===== src/verilog/tmr_pkg.sv =====
// Constants and carrier types for the timer flag, mask and divider block.
// Assumes a 25 MHz bus clock that also serves as the timer's E clock.
package tmr_pkg;
   // Register indices; the byte address on APB is four times the index.
   localparam logic [7:0] IDX_COUNT    = 8'h0E;
   localparam logic [7:0] IDX_CAP_BASE = 8'h10;
   localparam logic [7:0] IDX_CMP_BASE = 8'h13;
   localparam logic [7:0] IDX_SHARED   = 8'h17;
   localparam logic [7:0] IDX_EDGE     = 8'h21;
   localparam logic [7:0] IDX_MASK1    = 8'h22;
   localparam logic [7:0] IDX_FLAG1    = 8'h23;
   localparam logic [7:0] IDX_MASK2    = 8'h24;
   localparam logic [7:0] IDX_FLAG2    = 8'h25;
   localparam logic [7:0] IDX_ACCUMULATOR_CONTROL    = 8'h26;
   localparam logic [7:0] IDX_ACCUM    = 8'h27;

   // Field positions in the accumulator control register.
   localparam int B_ACC_EN   = 6;
   localparam int B_ACC_GATE = 5;
   localparam int B_ACC_EDGE = 4;
   localparam int B_SH_SEL   = 2;
   localparam logic [7:0] ACCUMULATOR_CONTROL_IMPL = 8'h77;

   // Reset values, and the last counter and accumulator values before wrap.
   localparam logic [7:0]  RST_BYTE = 8'h00;
   localparam logic [15:0] RST_CMP  = 16'hFFFF;
   localparam logic [15:0] RST_CAP  = 16'h0000;
   localparam logic [15:0] CNT_LAST = 16'hFFFF;
   localparam logic [7:0]  ACC_LAST = 8'hFF;

   // Timing counts in bus clock cycles.
   localparam int PRESC_WINDOW    = 64;
   localparam int GATE_DIV_CYCLES = 64;
   localparam int RTI_BASE_LOG2   = 13;

   typedef struct packed {
      logic       accum;
      logic [3:0] capture;
   } tmr_pins_t;

   // Same bit order as {flag one, flag two [7:4]}.
   typedef struct packed {
      logic [3:0] compare;
      logic       shared;
      logic [2:0] capture;
      logic       wrap;
      logic       periodic;
      logic       accum_ovf;
      logic       accum_edge;
   } tmr_irq_t;
endpackage


===== src/verilog/tmr_sync.sv =====
// Three-stage input synchroniser with qualified level and edge pulses.
// Assumes an asynchronous pin; a change counts once stages two and three
// agree.
`timescale 1ns/10ps
module tmr_sync (
   input  logic pclk,
   input  logic presetn,
   input  logic pin,
   output logic level,
   output logic rise,
   output logic fall
);
   logic [2:0] sh_reg;
   logic       lvl_reg;
   logic       rise_reg;
   logic       fall_reg;
   logic       lvl_next;

   assign lvl_next = (sh_reg[1] == sh_reg[2]) ? sh_reg[2] : lvl_reg;

   always_ff @(posedge pclk or negedge presetn) begin
      if (!presetn) begin
         sh_reg   <= 3'h0;
         lvl_reg  <= 1'b0;
         rise_reg <= 1'b0;
         fall_reg <= 1'b0;
      end else begin
         sh_reg   <= {sh_reg[1:0], pin};
         lvl_reg  <= lvl_next;
         rise_reg <= lvl_next & ~lvl_reg;
         fall_reg <= ~lvl_next & lvl_reg;
      end
   end

   assign level = lvl_reg;
   assign rise  = rise_reg;
   assign fall  = fall_reg;
endmodule


===== src/verilog/tmr_core.sv =====
// Timer flags, masks, prescaler, periodic divider and pulse accumulator.
// Assumes an APB master on pclk and asynchronous capture and accumulator
// pins; special_mode is a static level from the chip's mode logic.
//
// Implementation choice: the APB interface to the registers.
`timescale 1ns/10ps
// Functional notes
// - Compare flag with its enable set raises that compare request.
// - Capture flag with its enable set raises that capture request.
// - Shared enable gates capture four or compare five as selected.
// - Writing one to a flag bit clears only that flag.
// - Compare flag sets when the counter equals the compare value.
// - Shared flag sets from capture four or compare five per select.
// - Capture flag sets on the selected edge of its pin.
// - Mask two upper bits enable flag two upper bits one-to-one.
// - Periodic enable with periodic flag set requests an interrupt.
// - Overflow flag sets when the counter wraps from all ones.
// - Prescaler field writable once, within 64 cycles, normal modes.
// - Unimplemented register bits always read as zero.
// - Select zero makes the shared channel compare five, one capture.
// - Periodic base is bus clock over two to the 13, not prescaled.
// - Rate field gives periods of two to the 13 through 16 cycles.
// - Rate field resets to fastest and may be rewritten any time.
// - Eight-bit accumulator, readable and writable, event or gated.
// - Gated mode counts E over 64 while pin gates; event uses edges.
// - Shared register writes are ignored while it is capture four.
// - Edge field: 00 off, 01 rising, 10 falling, 11 any edge.
module tmr_core
   import tmr_pkg::*;
#(
   parameter int RTI_LOG2 = RTI_BASE_LOG2
) (
   input  logic        pclk,
   input  logic        presetn,
   input  logic        psel,
   input  logic        penable,
   input  logic        pwrite,
   input  logic [11:0] paddr,
   input  logic [31:0] pwdata,
   input  logic [3:0]  pstrb,
   output logic [31:0] prdata,
   output logic        pready,
   output logic        pslverr,
   input  logic        special_mode,
   input  tmr_pins_t   pins,
   output tmr_irq_t    irq
);
   localparam int RTI_W = RTI_LOG2 + 3;

   function automatic logic edge_hit(input logic [1:0] sel,
                                     input logic       r,
                                     input logic       f);
      return (sel[0] & r) | (sel[1] & f);
   endfunction

   function automatic logic [3:0] presc_last(input logic [1:0] sel);
      case (sel)
         2'b00:   return 4'h0;
         2'b01:   return 4'h3;
         2'b10:   return 4'h7;
         default: return 4'hF;
      endcase
   endfunction

   function automatic logic [15:0] merge16(input logic [15:0] old,
                                           input logic [15:0] wd,
                                           input logic [3:0]  be);
      return {be[1] ? wd[15:8] : old[15:8], be[0] ? wd[7:0] : old[7:0]};
   endfunction

   logic [15:0]      count_reg;
   logic [15:0]      cap_reg [3];
   logic [15:0]      cmp_reg [4];
   logic [15:0]      shared_reg;
   logic [7:0]       edge_reg;
   logic [7:0]       mask1_reg;
   logic [7:0]       flag1_reg;
   logic [3:0]       mask2_reg;
   logic [1:0]       presc_reg;
   logic [3:0]       flag2_reg;
   logic [7:0]       accumulator_control_reg;
   logic [7:0]       accum_reg;
   logic [3:0]       pre_cnt_reg;
   logic [6:0]       age_reg;
   logic             presc_done_reg;
   logic [RTI_W-1:0] rti_div_reg;
   logic [5:0]       gdiv_reg;
   logic [31:0]      prdata_reg;
   tmr_irq_t         irq_reg;

   logic [4:0]       s_lvl;
   logic [4:0]       s_rise;
   logic [4:0]       s_fall;
   logic [3:0]       cap_hit;
   logic [3:0]       cmp_evt;
   logic [3:0]       w_cmp;
   logic [7:0]       set1;
   logic [3:0]       set2;
   logic [31:0]      rd_word;
   logic             mapped;
   logic [RTI_W-1:0] rti_mask;

   wire [4:0] pin_vec = {pins.accum, pins.capture};
   wire [7:0] idx     = paddr[9:2];
   wire       addr_ok = (paddr[11:10] == 2'b00);
   wire       wr_ok   = psel & penable & pwrite & addr_ok;
   wire       w_b0    = wr_ok & pstrb[0];
   wire       w_mask1 = w_b0 & (idx == IDX_MASK1);
   wire       w_flag1 = w_b0 & (idx == IDX_FLAG1);
   wire       w_mask2 = w_b0 & (idx == IDX_MASK2);
   wire       w_flag2 = w_b0 & (idx == IDX_FLAG2);
   wire       w_accumulator_control = w_b0 & (idx == IDX_ACCUMULATOR_CONTROL);
   wire       w_edge  = w_b0 & (idx == IDX_EDGE);
   wire       w_accum = w_b0 & (idx == IDX_ACCUM);
   wire       w_share = wr_ok & (idx == IDX_SHARED);

   wire       acc_en   = accumulator_control_reg[B_ACC_EN];
   wire       acc_gate = accumulator_control_reg[B_ACC_GATE];
   wire       acc_edge = accumulator_control_reg[B_ACC_EDGE];
   wire       sh_sel   = accumulator_control_reg[B_SH_SEL];
   wire [1:0] rtr      = accumulator_control_reg[1:0];

   genvar g;
   generate
      for (g = 0; g < 5; g++) begin : g_sync
         tmr_sync u_sync (
            .pclk    (pclk),
            .presetn (presetn),
            .pin     (pin_vec[g]),
            .level   (s_lvl[g]),
            .rise    (s_rise[g]),
            .fall    (s_fall[g])
         );
      end
      for (g = 0; g < 4; g++) begin : g_cap
         assign cap_hit[g] = edge_hit(edge_reg[2*g+1 -: 2], s_rise[g],
                                      s_fall[g]);
      end
   endgenerate

   // Counter prescaler; outside special mode the field can only be written early after reset.
   wire        cnt_tick   = (pre_cnt_reg == presc_last(presc_reg));
   wire [15:0] count_inc  = count_reg + 16'h0001;
   wire        wrap_evt   = cnt_tick & (count_reg == CNT_LAST);
   wire        age_full   = (age_reg == 7'(PRESC_WINDOW));
   wire        presc_open = special_mode | (~presc_done_reg & ~age_full);

   // Compare matches fire on the tick that brings the counter to the value.
   generate
      for (g = 0; g < 4; g++) begin : g_cmp
         assign w_cmp[g]   = wr_ok & (idx == IDX_CMP_BASE + 8'(3 - g));
         assign cmp_evt[g] = cnt_tick & (count_inc == cmp_reg[g]);
         always_ff @(posedge pclk or negedge presetn) begin
            if (!presetn) begin
               cmp_reg[g] <= RST_CMP;
            end else if (w_cmp[g]) begin
               cmp_reg[g] <= merge16(cmp_reg[g], pwdata[15:0], pstrb);
            end
         end
      end
      for (g = 0; g < 3; g++) begin : g_capr
         always_ff @(posedge pclk or negedge presetn) begin
            if (!presetn) begin
               cap_reg[g] <= RST_CAP;
            end else if (cap_hit[g]) begin
               cap_reg[g] <= count_reg;
            end
         end
      end
   endgenerate

   // The shared channel works as capture four when selected, else compare.
   wire sh_cap_evt = sh_sel & cap_hit[3];
   wire sh_cmp_evt = ~sh_sel & cnt_tick & (count_inc == shared_reg);
   wire sh_write   = w_share & ~sh_sel;

   // Periodic divider runs straight off the bus clock.
   assign rti_mask = RTI_W'((64'd1 << (RTI_LOG2 + int'(rtr))) - 64'd1);
   wire rti_tick = ((rti_div_reg & rti_mask) == rti_mask);

   // Pulse accumulator: the active edge both counts and flags in event
   // mode, and marks the end of a gate in gated mode.
   wire gdiv_tick = (gdiv_reg == 6'(GATE_DIV_CYCLES - 1));
   wire a_edge    = acc_edge ? s_rise[4] : s_fall[4];
   wire gate_on   = s_lvl[4] ^ acc_edge;
   wire acc_inc   = acc_en & (acc_gate ? (gate_on & gdiv_tick)
                                       : a_edge);
   wire aovf_evt  = acc_inc & ~w_accum & (accum_reg == ACC_LAST);
   wire aedge_evt = acc_en & a_edge;

   assign set1 = {cmp_evt, sh_cap_evt | sh_cmp_evt, cap_hit[2:0]};
   assign set2 = {wrap_evt, rti_tick, aovf_evt, aedge_evt};
   wire [7:0] clr1 = w_flag1 ? pwdata[7:0] : RST_BYTE;
   wire [3:0] clr2 = w_flag2 ? pwdata[7:4] : 4'h0;
   wire [7:0] flag1_next = (flag1_reg & ~clr1) | set1;
   wire [3:0] flag2_next = (flag2_reg & ~clr2) | set2;

   always_ff @(posedge pclk or negedge presetn) begin
      if (!presetn) begin
         count_reg      <= RST_CAP;
         pre_cnt_reg    <= 4'h0;
         age_reg        <= 7'h00;
         presc_done_reg <= 1'b0;
         presc_reg      <= 2'b00;
         rti_div_reg    <= '0;
         gdiv_reg       <= 6'h00;
      end else begin
         count_reg   <= cnt_tick ? count_inc : count_reg;
         pre_cnt_reg <= cnt_tick ? 4'h0 : pre_cnt_reg + 4'h1;
         age_reg     <= age_full ? age_reg : age_reg + 7'h01;
         rti_div_reg <= rti_div_reg + RTI_W'(1);
         gdiv_reg    <= gdiv_reg + 6'h01;
         if (w_mask2 && presc_open) begin
            presc_reg      <= pwdata[1:0];
            presc_done_reg <= ~special_mode;
         end
      end
   end

   always_ff @(posedge pclk or negedge presetn) begin
      if (!presetn) begin
         mask1_reg  <= RST_BYTE;
         mask2_reg  <= 4'h0;
         flag1_reg  <= RST_BYTE;
         flag2_reg  <= 4'h0;
         edge_reg   <= RST_BYTE;
         accumulator_control_reg  <= RST_BYTE;
         accum_reg  <= RST_BYTE;
         shared_reg <= RST_CMP;
      end else begin
         flag1_reg <= flag1_next;
         flag2_reg <= flag2_next;
         if (w_mask1) mask1_reg <= pwdata[7:0];
         if (w_mask2) mask2_reg <= pwdata[7:4];
         if (w_edge) edge_reg <= pwdata[7:0];
         if (w_accumulator_control) accumulator_control_reg <= pwdata[7:0] & ACCUMULATOR_CONTROL_IMPL;
         if (w_accum) begin
            accum_reg <= pwdata[7:0];
         end else if (acc_inc) begin
            accum_reg <= accum_reg + 8'h01;
         end
         if (sh_cap_evt) begin
            shared_reg <= count_reg;
         end else if (sh_write) begin
            shared_reg <= merge16(shared_reg, pwdata[15:0], pstrb);
         end
      end
   end

   // Read data is latched in the setup phase and shown in the access phase.
   always_comb begin
      mapped  = 1'b1;
      rd_word = 32'h0000_0000;
      case (idx)
         IDX_COUNT:           rd_word = 32'(count_reg);
         IDX_CAP_BASE:        rd_word = 32'(cap_reg[2]);
         IDX_CAP_BASE + 8'd1: rd_word = 32'(cap_reg[1]);
         IDX_CAP_BASE + 8'd2: rd_word = 32'(cap_reg[0]);
         IDX_CMP_BASE:        rd_word = 32'(cmp_reg[3]);
         IDX_CMP_BASE + 8'd1: rd_word = 32'(cmp_reg[2]);
         IDX_CMP_BASE + 8'd2: rd_word = 32'(cmp_reg[1]);
         IDX_CMP_BASE + 8'd3: rd_word = 32'(cmp_reg[0]);
         IDX_SHARED:          rd_word = 32'(shared_reg);
         IDX_EDGE:            rd_word = 32'(edge_reg);
         IDX_MASK1:           rd_word = 32'(mask1_reg);
         IDX_FLAG1:           rd_word = 32'(flag1_reg);
         IDX_MASK2:           rd_word = 32'({mask2_reg, 2'b00,
                                             presc_reg});
         IDX_FLAG2:           rd_word = 32'({flag2_reg, 4'h0});
         IDX_ACCUMULATOR_CONTROL:           rd_word = 32'(accumulator_control_reg & ACCUMULATOR_CONTROL_IMPL);
         IDX_ACCUM:           rd_word = 32'(accum_reg);
         default:             mapped  = 1'b0;
      endcase
   end

   wire rd_setup = psel & ~penable & ~pwrite;
   wire hit      = mapped & addr_ok;

   always_ff @(posedge pclk or negedge presetn) begin
      if (!presetn) begin
         prdata_reg <= 32'h0000_0000;
         irq_reg    <= '0;
      end else begin
         if (rd_setup) prdata_reg <= hit ? rd_word : 32'h0000_0000;
         irq_reg <= {flag1_reg & mask1_reg,
                     flag2_reg & mask2_reg};
      end
   end

   assign prdata  = prdata_reg;
   assign pready  = 1'b1;
   assign pslverr = psel & penable & ~hit;
   assign irq     = irq_reg;
endmodule


===== config.mk =====
export PLATFORM = sky130hd
export DESIGN_NAME = tmr_core
export DESIGN_NICKNAME = d
export VERILOG_FILES = /design/src/verilog/tmr_pkg.sv /design/src/verilog/tmr_sync.sv /design/src/verilog/tmr_core.sv
export SDC_FILE = /design/constraint.sdc
export NUM_CORES = 1
export LEC_CHECK = 0
export BUFFER_PORTS_ARGS = -buffer_cell sky130_fd_sc_hd__buf_2
export CORE_MARGIN = 1
export CORE_UTILIZATION = 53
export DETAILED_ROUTE_END_ITERATION = 10
export PLACE_DENSITY_LB_ADDON = 0.15
export SYNTH_ARGS = -nofsm -noshare
export SYNTH_HDL_FRONTEND = slang
export SYNTH_SLANG_ARGS = --single-unit

===== constraint.sdc =====
create_clock -name pclk -period 2.88 [get_ports pclk]
set_input_delay 0.432 -clock pclk [delete_from_list [all_inputs] [get_ports pclk]]
set_output_delay 0.432 -clock pclk [all_outputs]
set_load 0.1 [all_outputs]

==> Yosys cells after proc, flatten, opt, wreduce, memory -nomap -nowiden <==
Index checks and enable logic that the tools add are counted.
{ "classes": {"n_addsub": 8, "eq_ne": 34, "shifts": 1, "muxes": 20, "bitwise": 87, "n_reduce_logical": 18} }
{ "ops": {"columns": ["op", "count"], "rows": [
  ["$pmux W16 S16", 1],
  ["$eq A16 B16 Y1", 6],
  ["$eq A8 B5 Y1 const B", 8],
  ["$eq A8 B6 Y1 const B", 7],
  ["$and A1 B1 Y1", 53],
  ["$mux W8", 5],
  ["$add A16 B1 Y16 const B", 2],
  ["$mux W16", 2],
  ["$mux W32", 1],
  ["$reduce_and A2 Y1", 10],
  ["$not A1 Y1", 18],
  ["$and A16 B16 Y16", 1],
  ["$and A8 B8 Y8", 2],
  ["$eq A16 B16 Y1 const B", 1],
  ["$reduce_or A16 Y1", 1],
  ["$shl A1 B5 Y16 const A", 1],
  ["$sub A16 B1 Y16 const B", 1],
  ["$pmux W4 S3", 1],
  ["$add A8 B1 Y8 const B", 1],
  ["$and A4 B4 Y4", 2],
  ["$eq A8 B4 Y1 const B", 1],
  ["$eq A8 B8 Y1 const B", 1],
  ["$mux W1", 8],
  ["$mux W4", 2],
  ["other kinds (19)", 32]
]} }
{ "word_totals": {"regBits": 300, "output_inout_bits": 46} }

==> Longest topological paths before layout <==
Gate-level depths: netlist of run 1.
{ "logic_depth": {"word_depth": 9, "mapped_depth": 10} }

==> Cells and area by module <==
From an unflattened synthesis of run 1, not the netlist that was laid out.
{ "hier_totals": {"cells_unflattened": 1350, "hier_area_um2": 14861.8} }
{ "modules_own_cells": {"columns": ["module", "n_inst", "cells_each", "area_each_um2", "seq_area_each_um2"], "rows": [
  ["tmr_core", 1, 1305, 13967.1, 6456.2],
  ["tmr_sync", 5, 9, 178.9, 150.1]
]} }

==> Worst setup path after synthesis of run 1 <==
No wires, ideal clock.
{ "synth_timing": {"path_type": "input to output", "startpoint": "input paddr[3]", "endpoint": "output pslverr", "arrival_time_ns": 2.721, "required_ns": 2.448, "setup_slack_ns": -0.273, "stages": 6, "n_path_buf": 2, "path_cell_list": "clkbuf_1 nand2b_1 clkbuf_1 nor4_2 o31a_1 nor2b_1"} }
{ "synth_between": {"elab_chain_cells": 6, "elab_cells_between_ends": 21, "cone_classes": "eq/ne: 16; mux: 1; bitwise: 3; reduce/logical: 1"} }
{ "synth_rtl": {"columns": ["element", "line_no", "text"], "rows": [
  ["from (decl)", "tmr_core.sv:38", "input logic [11:0] paddr,"],
  ["$eq A8 B6 Y1 (tied with other cells)", "tmr_core.sv:254", "case (idx)"],
  ["$reduce_or A16 Y1 (no source line) (*)", null, null],
  ["$mux W1 (*)", "tmr_core.sv:254", null],
  ["$and A1 B1 Y1 (*)", "tmr_core.sv:277", "wire hit = mapped & addr_ok;"],
  ["$not A1 Y1 (*)", "tmr_core.sv:292", "assign pslverr = psel & penable & ~hit;"],
  ["$and A1 B1 Y1 (*)", "tmr_core.sv:292", null],
  ["to (decl)", "tmr_core.sv:43", "output logic pslverr,"]
]} }
Mark *: on every way between the ends. The rest lies on a longest branch, timed or not.

==> Worst setup path in the final report of run 1 <==
{ "layout_timing": {"startpoint": "register count_reg[0]", "endpoint": "register flag1_reg[7]"} }
{ "layout_between": {"elab_chain_cells": 4} }
{ "layout_rtl": {"columns": ["element", "line_no", "text"], "rows": [
  ["from (decl)", "tmr_core.sv:71", "logic [15:0] count_reg;"],
  ["from (signal assigned)", "tmr_core.sv:208", "count_reg <= cnt_tick ? count_inc : count_reg;"],
  ["$add A16 B1 Y16", "tmr_core.sv:143", "wire [15:0] count_inc = count_reg + 16'h0001;"],
  ["$eq A16 B16 Y1", "tmr_core.sv:152", "assign cmp_evt[g] = cnt_tick & (count_inc == cmp_reg[g]);"],
  ["$and A1 B1 Y1", "tmr_core.sv:152", null],
  ["$or A8 B8 Y8", "tmr_core.sv:195", "wire [7:0] flag1_next = (flag1_reg & ~clr1) | set1;"],
  ["named net flag1_next[7]", "tmr_core.sv:195", null],
  ["to (signal assigned)", "tmr_core.sv:231", "flag1_reg <= flag1_next;"],
  ["to (decl)", "tmr_core.sv:77", "logic [7:0] flag1_reg;"]
]} }
The timed path passes the listed nets, and every way through them passes these cells.
A chain may end at the register's enable or synchronous reset.

==> metrics.csv, run 1 <==
stage,metric,value,unit
grt,grt_pass1_wl,71.23,mm
synthesis,synth-edff-count,0,
synthesis,synthArstFlopShare,1.000,
synthesis,yosysUniqueCellTypes,86,
floorplanning,core,0.02809,mm^2
critical_path,worstPathBufferInverterCount,1,
synthesis,synth_area_per_cell,10.97,um^2
sta,post-route-period-util,0.9497,
final_layout,nets,1579,
run,max-cap-violations,0,
detailed_routing,first_iter_violations,1247,
sta,min_period,2735,ps
hold_path,holdPathStages,2,
synthesis,yosys_warnings,0,
sta,timing.slew.headroom,0.4545,
floorplanning,initial_core_util,0.5447,
synthesis,synth-seq-cells,284,
critical_path,crit_path_frequent_cell,xnor2_1,
power_and_ir_drop,power_density,645.5,mW/mm^2
synthesis,synthCells,1395,
final_layout,nFillCells,2304,
placed_design,portBuffers,67,
grt,antenna_found_initial,1,
clock_tree,cts_tree,built,
grt,grt_max_degree,84,
synthesis,synth.cell_area,0.01530,mm^2
clock_tree,root_buffer,clkbuf_16,
clock_tree,clock_sinks,284,
floorplanning,io_pins,105,
critical_path,cp.required,3360,ps
hold_path,worst_hold_path_type,input pin to flip-flop,
clock_tree,ctsLongestPathBuffers,3,
outcome,run_status,completed,
critical_path,arrival,3210,ps
critical_path,cp.depth,7,
final_layout,drive_above_1_share,0.3205,
synthesis,ys.flop_type,dfrtp_1,
sta,hold_viol,0,
power_and_ir_drop,worst_ir_drop_vdd,0.5697,mV
critical_path,path_cells,buf_4 -> nand3_2 -> nor3_2 -> xnor2_1 -> xnor2_1 -> or4_1 -> o31ai_1,
critical_path,cp_slowest_cell,or4_1,
critical_path,cp-end-kind,flip-flop,
clock_tree,h-tree-depth,1,
final_layout,antenna_cells,0,
placed_design,dp_hpwl,33.92,mm
clock_tree,post-cts-setup-buffers,0,
sta,setup-tns-final,0,ps
critical_path,startpoint_type,flip-flop,
grt,grt.total_usage,0.3248,
grt,grt_pass1_vias,11610,
placed_design,gp_congestion,1.014,
detailed_routing,viasPerCell,6.160,
floorplanning,die_h,171.9,um
sta,max_freq,0.3656,GHz
power_and_ir_drop,leakagePower,7.771,nW
sta,grt_setup_unrepaired,false,
detailed_routing,vias,11800,
sta,tightest_slew,809.6,ps
detailed_routing,wire_per_inst,24.07,um
floorplanning,die_w,171.9,um
critical_path,crit_family,simple AND/OR/NAND/NOR gates,
critical_path,cp_max_fo,16,
detailed_routing,drt-total-wl,46.12,mm
clock_tree,cts-buffers-inserted,31,
sta,skew,12.04,ps
sta,maxSlewViolCount,0,
critical_path,path_class,flip-flop to flip-flop,
final_layout,largest_reg_flops,64,
clock_tree,clk_latency,590,ps
power_and_ir_drop,finalPower,11.44,mW
sta,setup_viol,0,
synthesis,ys_seq_area_frac,0.4711,
grt,overflow,0,
critical_path,worst-r2r-cell-count,7,
final_layout,area_delta_synth_final,15.87,%
detailed_routing,final_antenna_net_count,0,
floorplanning,rows,61,
critical_path,critPathMaxStageDelay,570,ps
clock_tree,path_clk_slew,60,ps
detailed_routing,first_pass_iters,5,
detailed_routing,drcViolationCount,0,
floorplanning,die-area,0.02955,mm^2
==> worst reg2reg max path, cell delays in order (launching register included) <==
cell	delay (ps)
dfrtp_1	350
buf_4	280
nand3_2	330
nor3_2	560
xnor2_1	150
xnor2_1	150
or4_1	570
o31ai_1	250
==> path summary, 6_finish.rpt <==
check | slack, ps | to | startpoint
worst min-delay path | 50 | presc_done_reg | special_mode
max in group asynchronous | 1600 | cmp_reg[22] | presetn
worst max-delay path | 140 | flag1_reg[7] | count_reg[0]
worst max register to register | 140 | flag1_reg[7] | count_reg[0]
worst min register to register | 350 | g_sync[2].u_sync.sh_reg[1] | g_sync[2].u_sync.sh_reg[0]
min in group asynchronous | 460 | gdiv_reg[2] | presetn
==> Yosys cell counts, types with 10 or more instances <==
cell,instances,area (um^2)
a21oi_1,58,290.3
a22oi_1,23,172.7
and2_1,18,112.6
and3_1,10,62.56
buf_1,14,52.55
buf_2,19,95.09
buf_4,25,187.7
clkbuf_1,44,165.2
dfrtp_1,204,5105
dfstp_2,80,2102
inv_1,22,82.58
mux2_2,138,1554
mux2i_1,35,350.3
mux4_2,13,292.8
nand2_1,106,397.9
nand2b_1,11,68.82
nand3_1,39,195.2
nand4_1,22,137.6
nor2_1,78,292.8
nor2b_1,14,87.58
nor3_1,25,125.1
o211ai_1,14,105.1
o21ai_0,69,345.3
xnor2_1,88,770.7
xor2_1,35,306.5
==> where the power goes <==
group	internal, mW	total (mW)	switching [mW]
combinational	0.954	2.40	1.44
clock	2.92	4.60	1.69
sequential	4.21	4.44	0.236
==> cell families (layout without fill, tap and decap cells) <==
group | Yosys count | count (layout) | synth area share
buffers and inverters | 126 | 254 | 0.03868
flip-flops | 284 | 284 | 0.4711
AND/OR/NAND/NOR | 394 | 394 | 0.1416
XOR/XNOR | 133 | 133 | 0.08521
adder cells (fa/ha/maj) | 11 | 11 | 0.008341
AO/OA/AOI/OAI | 259 | 259 | 0.1111
other | 2 | 17 | 0.0004909
multiplexers | 186 | 186 | 0.1436
==> per-stage QoR <==
stage | setup slack (ps) | instance area (um^2) | cells | hold WS (ps) | util
finish | 144.8 | 17730 | 1916 | 47.76 | 0.6311
global route | 8.422 | 17730 | 1916 | 54.37 | 0.6311
CTS | 213.6 | 17730 | 1916 | 27.27 | 0.6311
detailed placement | 239.0 | 16480 | 1852 | 334.7 | 0.5868
global placement | 276.2 | 16480 | 1852 | 332.7 | 0.5868
floorplan | 250.1 | 15360 | 1410 | 136.4 | -
==> cells in the final DEF, fill, tap and decap left out, types with 39 or more instances in the layout <==
cell type    n
a21oi_1     58
buf_2       66
buf_4       96
dfrtp_1    204
dfstp_2     80
mux2_2     138
nand2_1    106
nand3_1     39
nor2_1      78
o21ai_0     69
xnor2_1     88
==> layout make-up <==
cell class | instances | area [um^2] | share of cell area
Multi-Input combinational cell | 1000 | 7569 | 0.4269
Sequential cell | 284 | 7207 | 0.4065
Timing Repair Buffer | 173 | 1206 | 0.06804
Clock buffer | 43 | 870.8 | 0.04912
Tap cell | 378 | 473.0 | 0.02668
Clock inverter | 15 | 315.3 | 0.01779
Inverter | 23 | 86.33 | 0.004870
==> per-layer routing <==
layer  part of all wire  global-route usage
met5                  0                   0
met4              0.023             0.08773
met3               0.10             0.09384
met2               0.43              0.4719
met1               0.44              0.4715
==> repair_timing <==
item                      in CTS  in global routing
resized for setup              0                  0
hold endpoints to repair      84                  0
hold buffers                   6                  0
(Power assumes the default switching activity.)
==> run 2: changes to the inputs <==
BUFFER_PORTS_ARGS = not set   (was -buffer_cell sky130_fd_sc_hd__buf_2)
CORE_ASPECT_RATIO = 1.75   (was not set)
DONT_BUFFER_PORTS = 1   (was not set)
GPL_ROUTABILITY_DRIVEN = 0   (was not set)
==> metrics.csv, run 2 (synthesized netlist as in run 1, its figures left out) <==
stage,metric,value,unit,change
detailed_routing,viasPerCell,6.407,,was 6.160
critical_path,worst-r2r-cell-count,8,,was 7
clock_tree,clock_sinks,284,,unchanged
placed_design,dp_hpwl,34.31,mm,was 33.92 mm
critical_path,path_class,flip-flop to flip-flop,,unchanged
detailed_routing,final_antenna_net_count,0,,unchanged
sta,timing.slew.headroom,0.3643,,was 0.4545
detailed_routing,wire_per_inst,27.44,um,was 24.07 um
detailed_routing,first_iter_violations,945,,"was 1,247"
grt,grt_pass1_vias,11970,,"was 11,610"
sta,whs,-458.4,ps,was 47.76 ps
critical_path,cp_max_fo,7,,was 16
floorplanning,die_h,226.8,um,was 171.9 um
floorplanning,initial_core_util,0.5364,,was 0.5447
detailed_routing,first_pass_iters,5,,unchanged
grt,grt_max_degree,285,,was 84
detailed_routing,drcViolationCount,0,,unchanged
final_layout,area_delta_synth_final,12.33,%,was 15.87%
clock_tree,root_buffer,clkbuf_16,,unchanged
final_layout,drive_above_1_share,0.2782,,was 0.3205
sta,setup-tns-final,0,ps,unchanged
floorplanning,rows,82,,was 61
critical_path,path_cells,ha_1 -> and3_2 -> and4_1 -> buf_4 -> a21boi_0 -> a2111o_1 -> or4_1 -> o21ai_1,,was buf_4 -> nand3_2 -> nor3_2 -> xnor2_1 -> xnor2_1 -> or4_1 -> o31ai_1
critical_path,cp-end-kind,flip-flop,,unchanged
floorplanning,die-area,0.02958,mm^2,was 0.02955 mm^2
sta,setup_viol,0,,unchanged
clock_tree,hold_buffers,22,,was 6
detailed_routing,vias,11800,,about the same
clock_tree,clk_latency,580,ps,was 590 ps
final_layout,final_common_cell,dfrtp_1,,unchanged
outcome,violations,negative hold slack,,
power_and_ir_drop,leakagePower,7.309,nW,was 7.771 nW
critical_path,cp.depth,8,,was 7
critical_path,crit_family,simple AND/OR/NAND/NOR gates,,unchanged
final_layout,nets,1507,,"was 1,579"
clock_tree,post-cts-setup-buffers,0,,unchanged
clock_tree,path_clk_slew,70,ps,was 60 ps
floorplanning,die_w,130.4,um,was 171.9 um
sta,grt_setup_unrepaired,false,,unchanged
final_layout,final_cell_mix,"dfrtp_1, mux2_2, nand2_1",,unchanged
critical_path,worstPathBufferInverterCount,1,,unchanged
grt,antenna_found_initial,2,,was 1
final_layout,final_core_util,0.6026,,was 0.6311
sta,min_period,2734,ps,was 2735 ps
hold_path,worst_hold_path_type,input pin to async pin,,was input pin to flip-flop
sta,post-route-period-util,0.9493,,was 0.9497
final_layout,nFillCells,2466,,"was 2,304"
clock_tree,cts-buffers-inserted,28,,was 31
critical_path,cp_slowest_cell,or4_1,,unchanged
power_and_ir_drop,power_density,616.5,mW/mm^2,was 645.5 mW/mm^2
run,max-cap-violations,0,,unchanged
placed_design,placed_cells,1767,,"was 1,852"
floorplanning,core,0.02852,mm^2,was 0.02809 mm^2
grt,overflow,0,,unchanged
critical_path,cp.required,3380,ps,was 3360 ps
critical_path,critPathMaxStageDelay,480,ps,was 570 ps
critical_path,startpoint_type,flip-flop,,unchanged
critical_path,arrival,3240,ps,was 3210 ps
final_layout,instances_no_fill,1842,,"was 1,916"
floorplanning,io_pins,105,,unchanged
grt,grt_pass1_wl,75.40,mm,was 71.23 mm
detailed_routing,drt-total-wl,50.54,mm,was 46.12 mm
outcome,run_status,finished with violations,,was completed
placed_design,portBuffers,0,,was 67
power_and_ir_drop,worst_ir_drop_vdd,0.5353,mV,was 0.5697 mV
sta,max_freq,0.3658,GHz,was 0.3656 GHz
grt,grt.total_usage,0.3563,,was 0.3248
clock_tree,cts_tree,built,,unchanged
sta,hold_viol,277,,was 0
final_layout,largest_reg_flops,64,,unchanged
clock_tree,ctsLongestPathBuffers,3,,unchanged
sta,maxSlewViolCount,0,,unchanged
sta,skew,34.86,ps,was 12.04 ps
sta,tightest_slew,953.6,ps,was 809.6 ps
clock_tree,h-tree-depth,1,,unchanged
run 2: cell type report:
type                            count  area [um^2]  area share
Tap cell                          378        473.0     0.02752
Antenna cell                        1        2.502   0.0001456
Clock buffer                       39        792.0     0.04608
Inverter                           23        86.33    0.005023
Multi-Input combinational cell   1000         7586      0.4414
Clock inverter                     13        190.2     0.01107
Sequential cell                   284         7208      0.4194
Timing Repair Buffer              104        848.3     0.04936
run 2: power breakdown:
| part | switching, mW | internal, mW | total (mW) |
|---|---|---|---|
| clock network | 1.63 | 2.29 | 3.92 |
| logic | 1.31 | 0.894 | 2.20 |
| registers | 0.268 | 4.21 | 4.47 |
run 2: path summary, 6_finish.rpt:
path / startpoint / to / slack [ps]
worst max register to register: count_reg[0] / flag1_reg[4] / 150
max in group asynchronous: presetn / count_reg[2] / 2850
worst min-delay path: presetn / prdata[15] / -460
worst max-delay path: count_reg[0] / flag1_reg[4] / 150
min in group pclk: pwdata[7] / mask1_reg[7] / 10
worst min register to register: g_sync[3].u_sync.sh_reg[0] / g_sync[3].u_sync.sh_reg[1] / 350
run 2: what timing repair did:
item,4_1_cts,5_1_grt
gates resized for setup,0,4
endpoints found under the setup margin,0,2
endpoints found under the hold margin,337,284
run 2: worst register-to-register path, stage by stage, from the launching register on:
cell and delay (ps):
dfrtp_1 380, ha_1 320, and3_2 330, and4_1 310, buf_4 190, a21boi_0 130, a2111o_1 390, or4_1 480
o21ai_1 170
run 2: stage by stage:
| step | instance area (um^2) | power [mW] | setup slack [ps] |
|---|---|---|---|
| after global routing | 17180 | 10.95 | 34.57 |
| final | 17190 | 10.59 | 146.1 |
| after global placement | 15970 | 6.556 | 178.3 |
| after CTS | 17180 | 10.58 | 140.0 |
| after floorplan | 15360 | 6.003 | 250.1 |
| after detailed placement | 15970 | 6.594 | 162.8 |
run 2: layer usage:
metal / global-route usage / share of wire / vias to the layer above
met5: 0 / 0.00030 / -
met4: 0.3285 / 0.11 / 2
met1: 0.3662 / 0.34 / 5934
li1: - / - / 5080
met2: 0.5933 / 0.49 / 524
met3: 0.08046 / 0.064 / 262
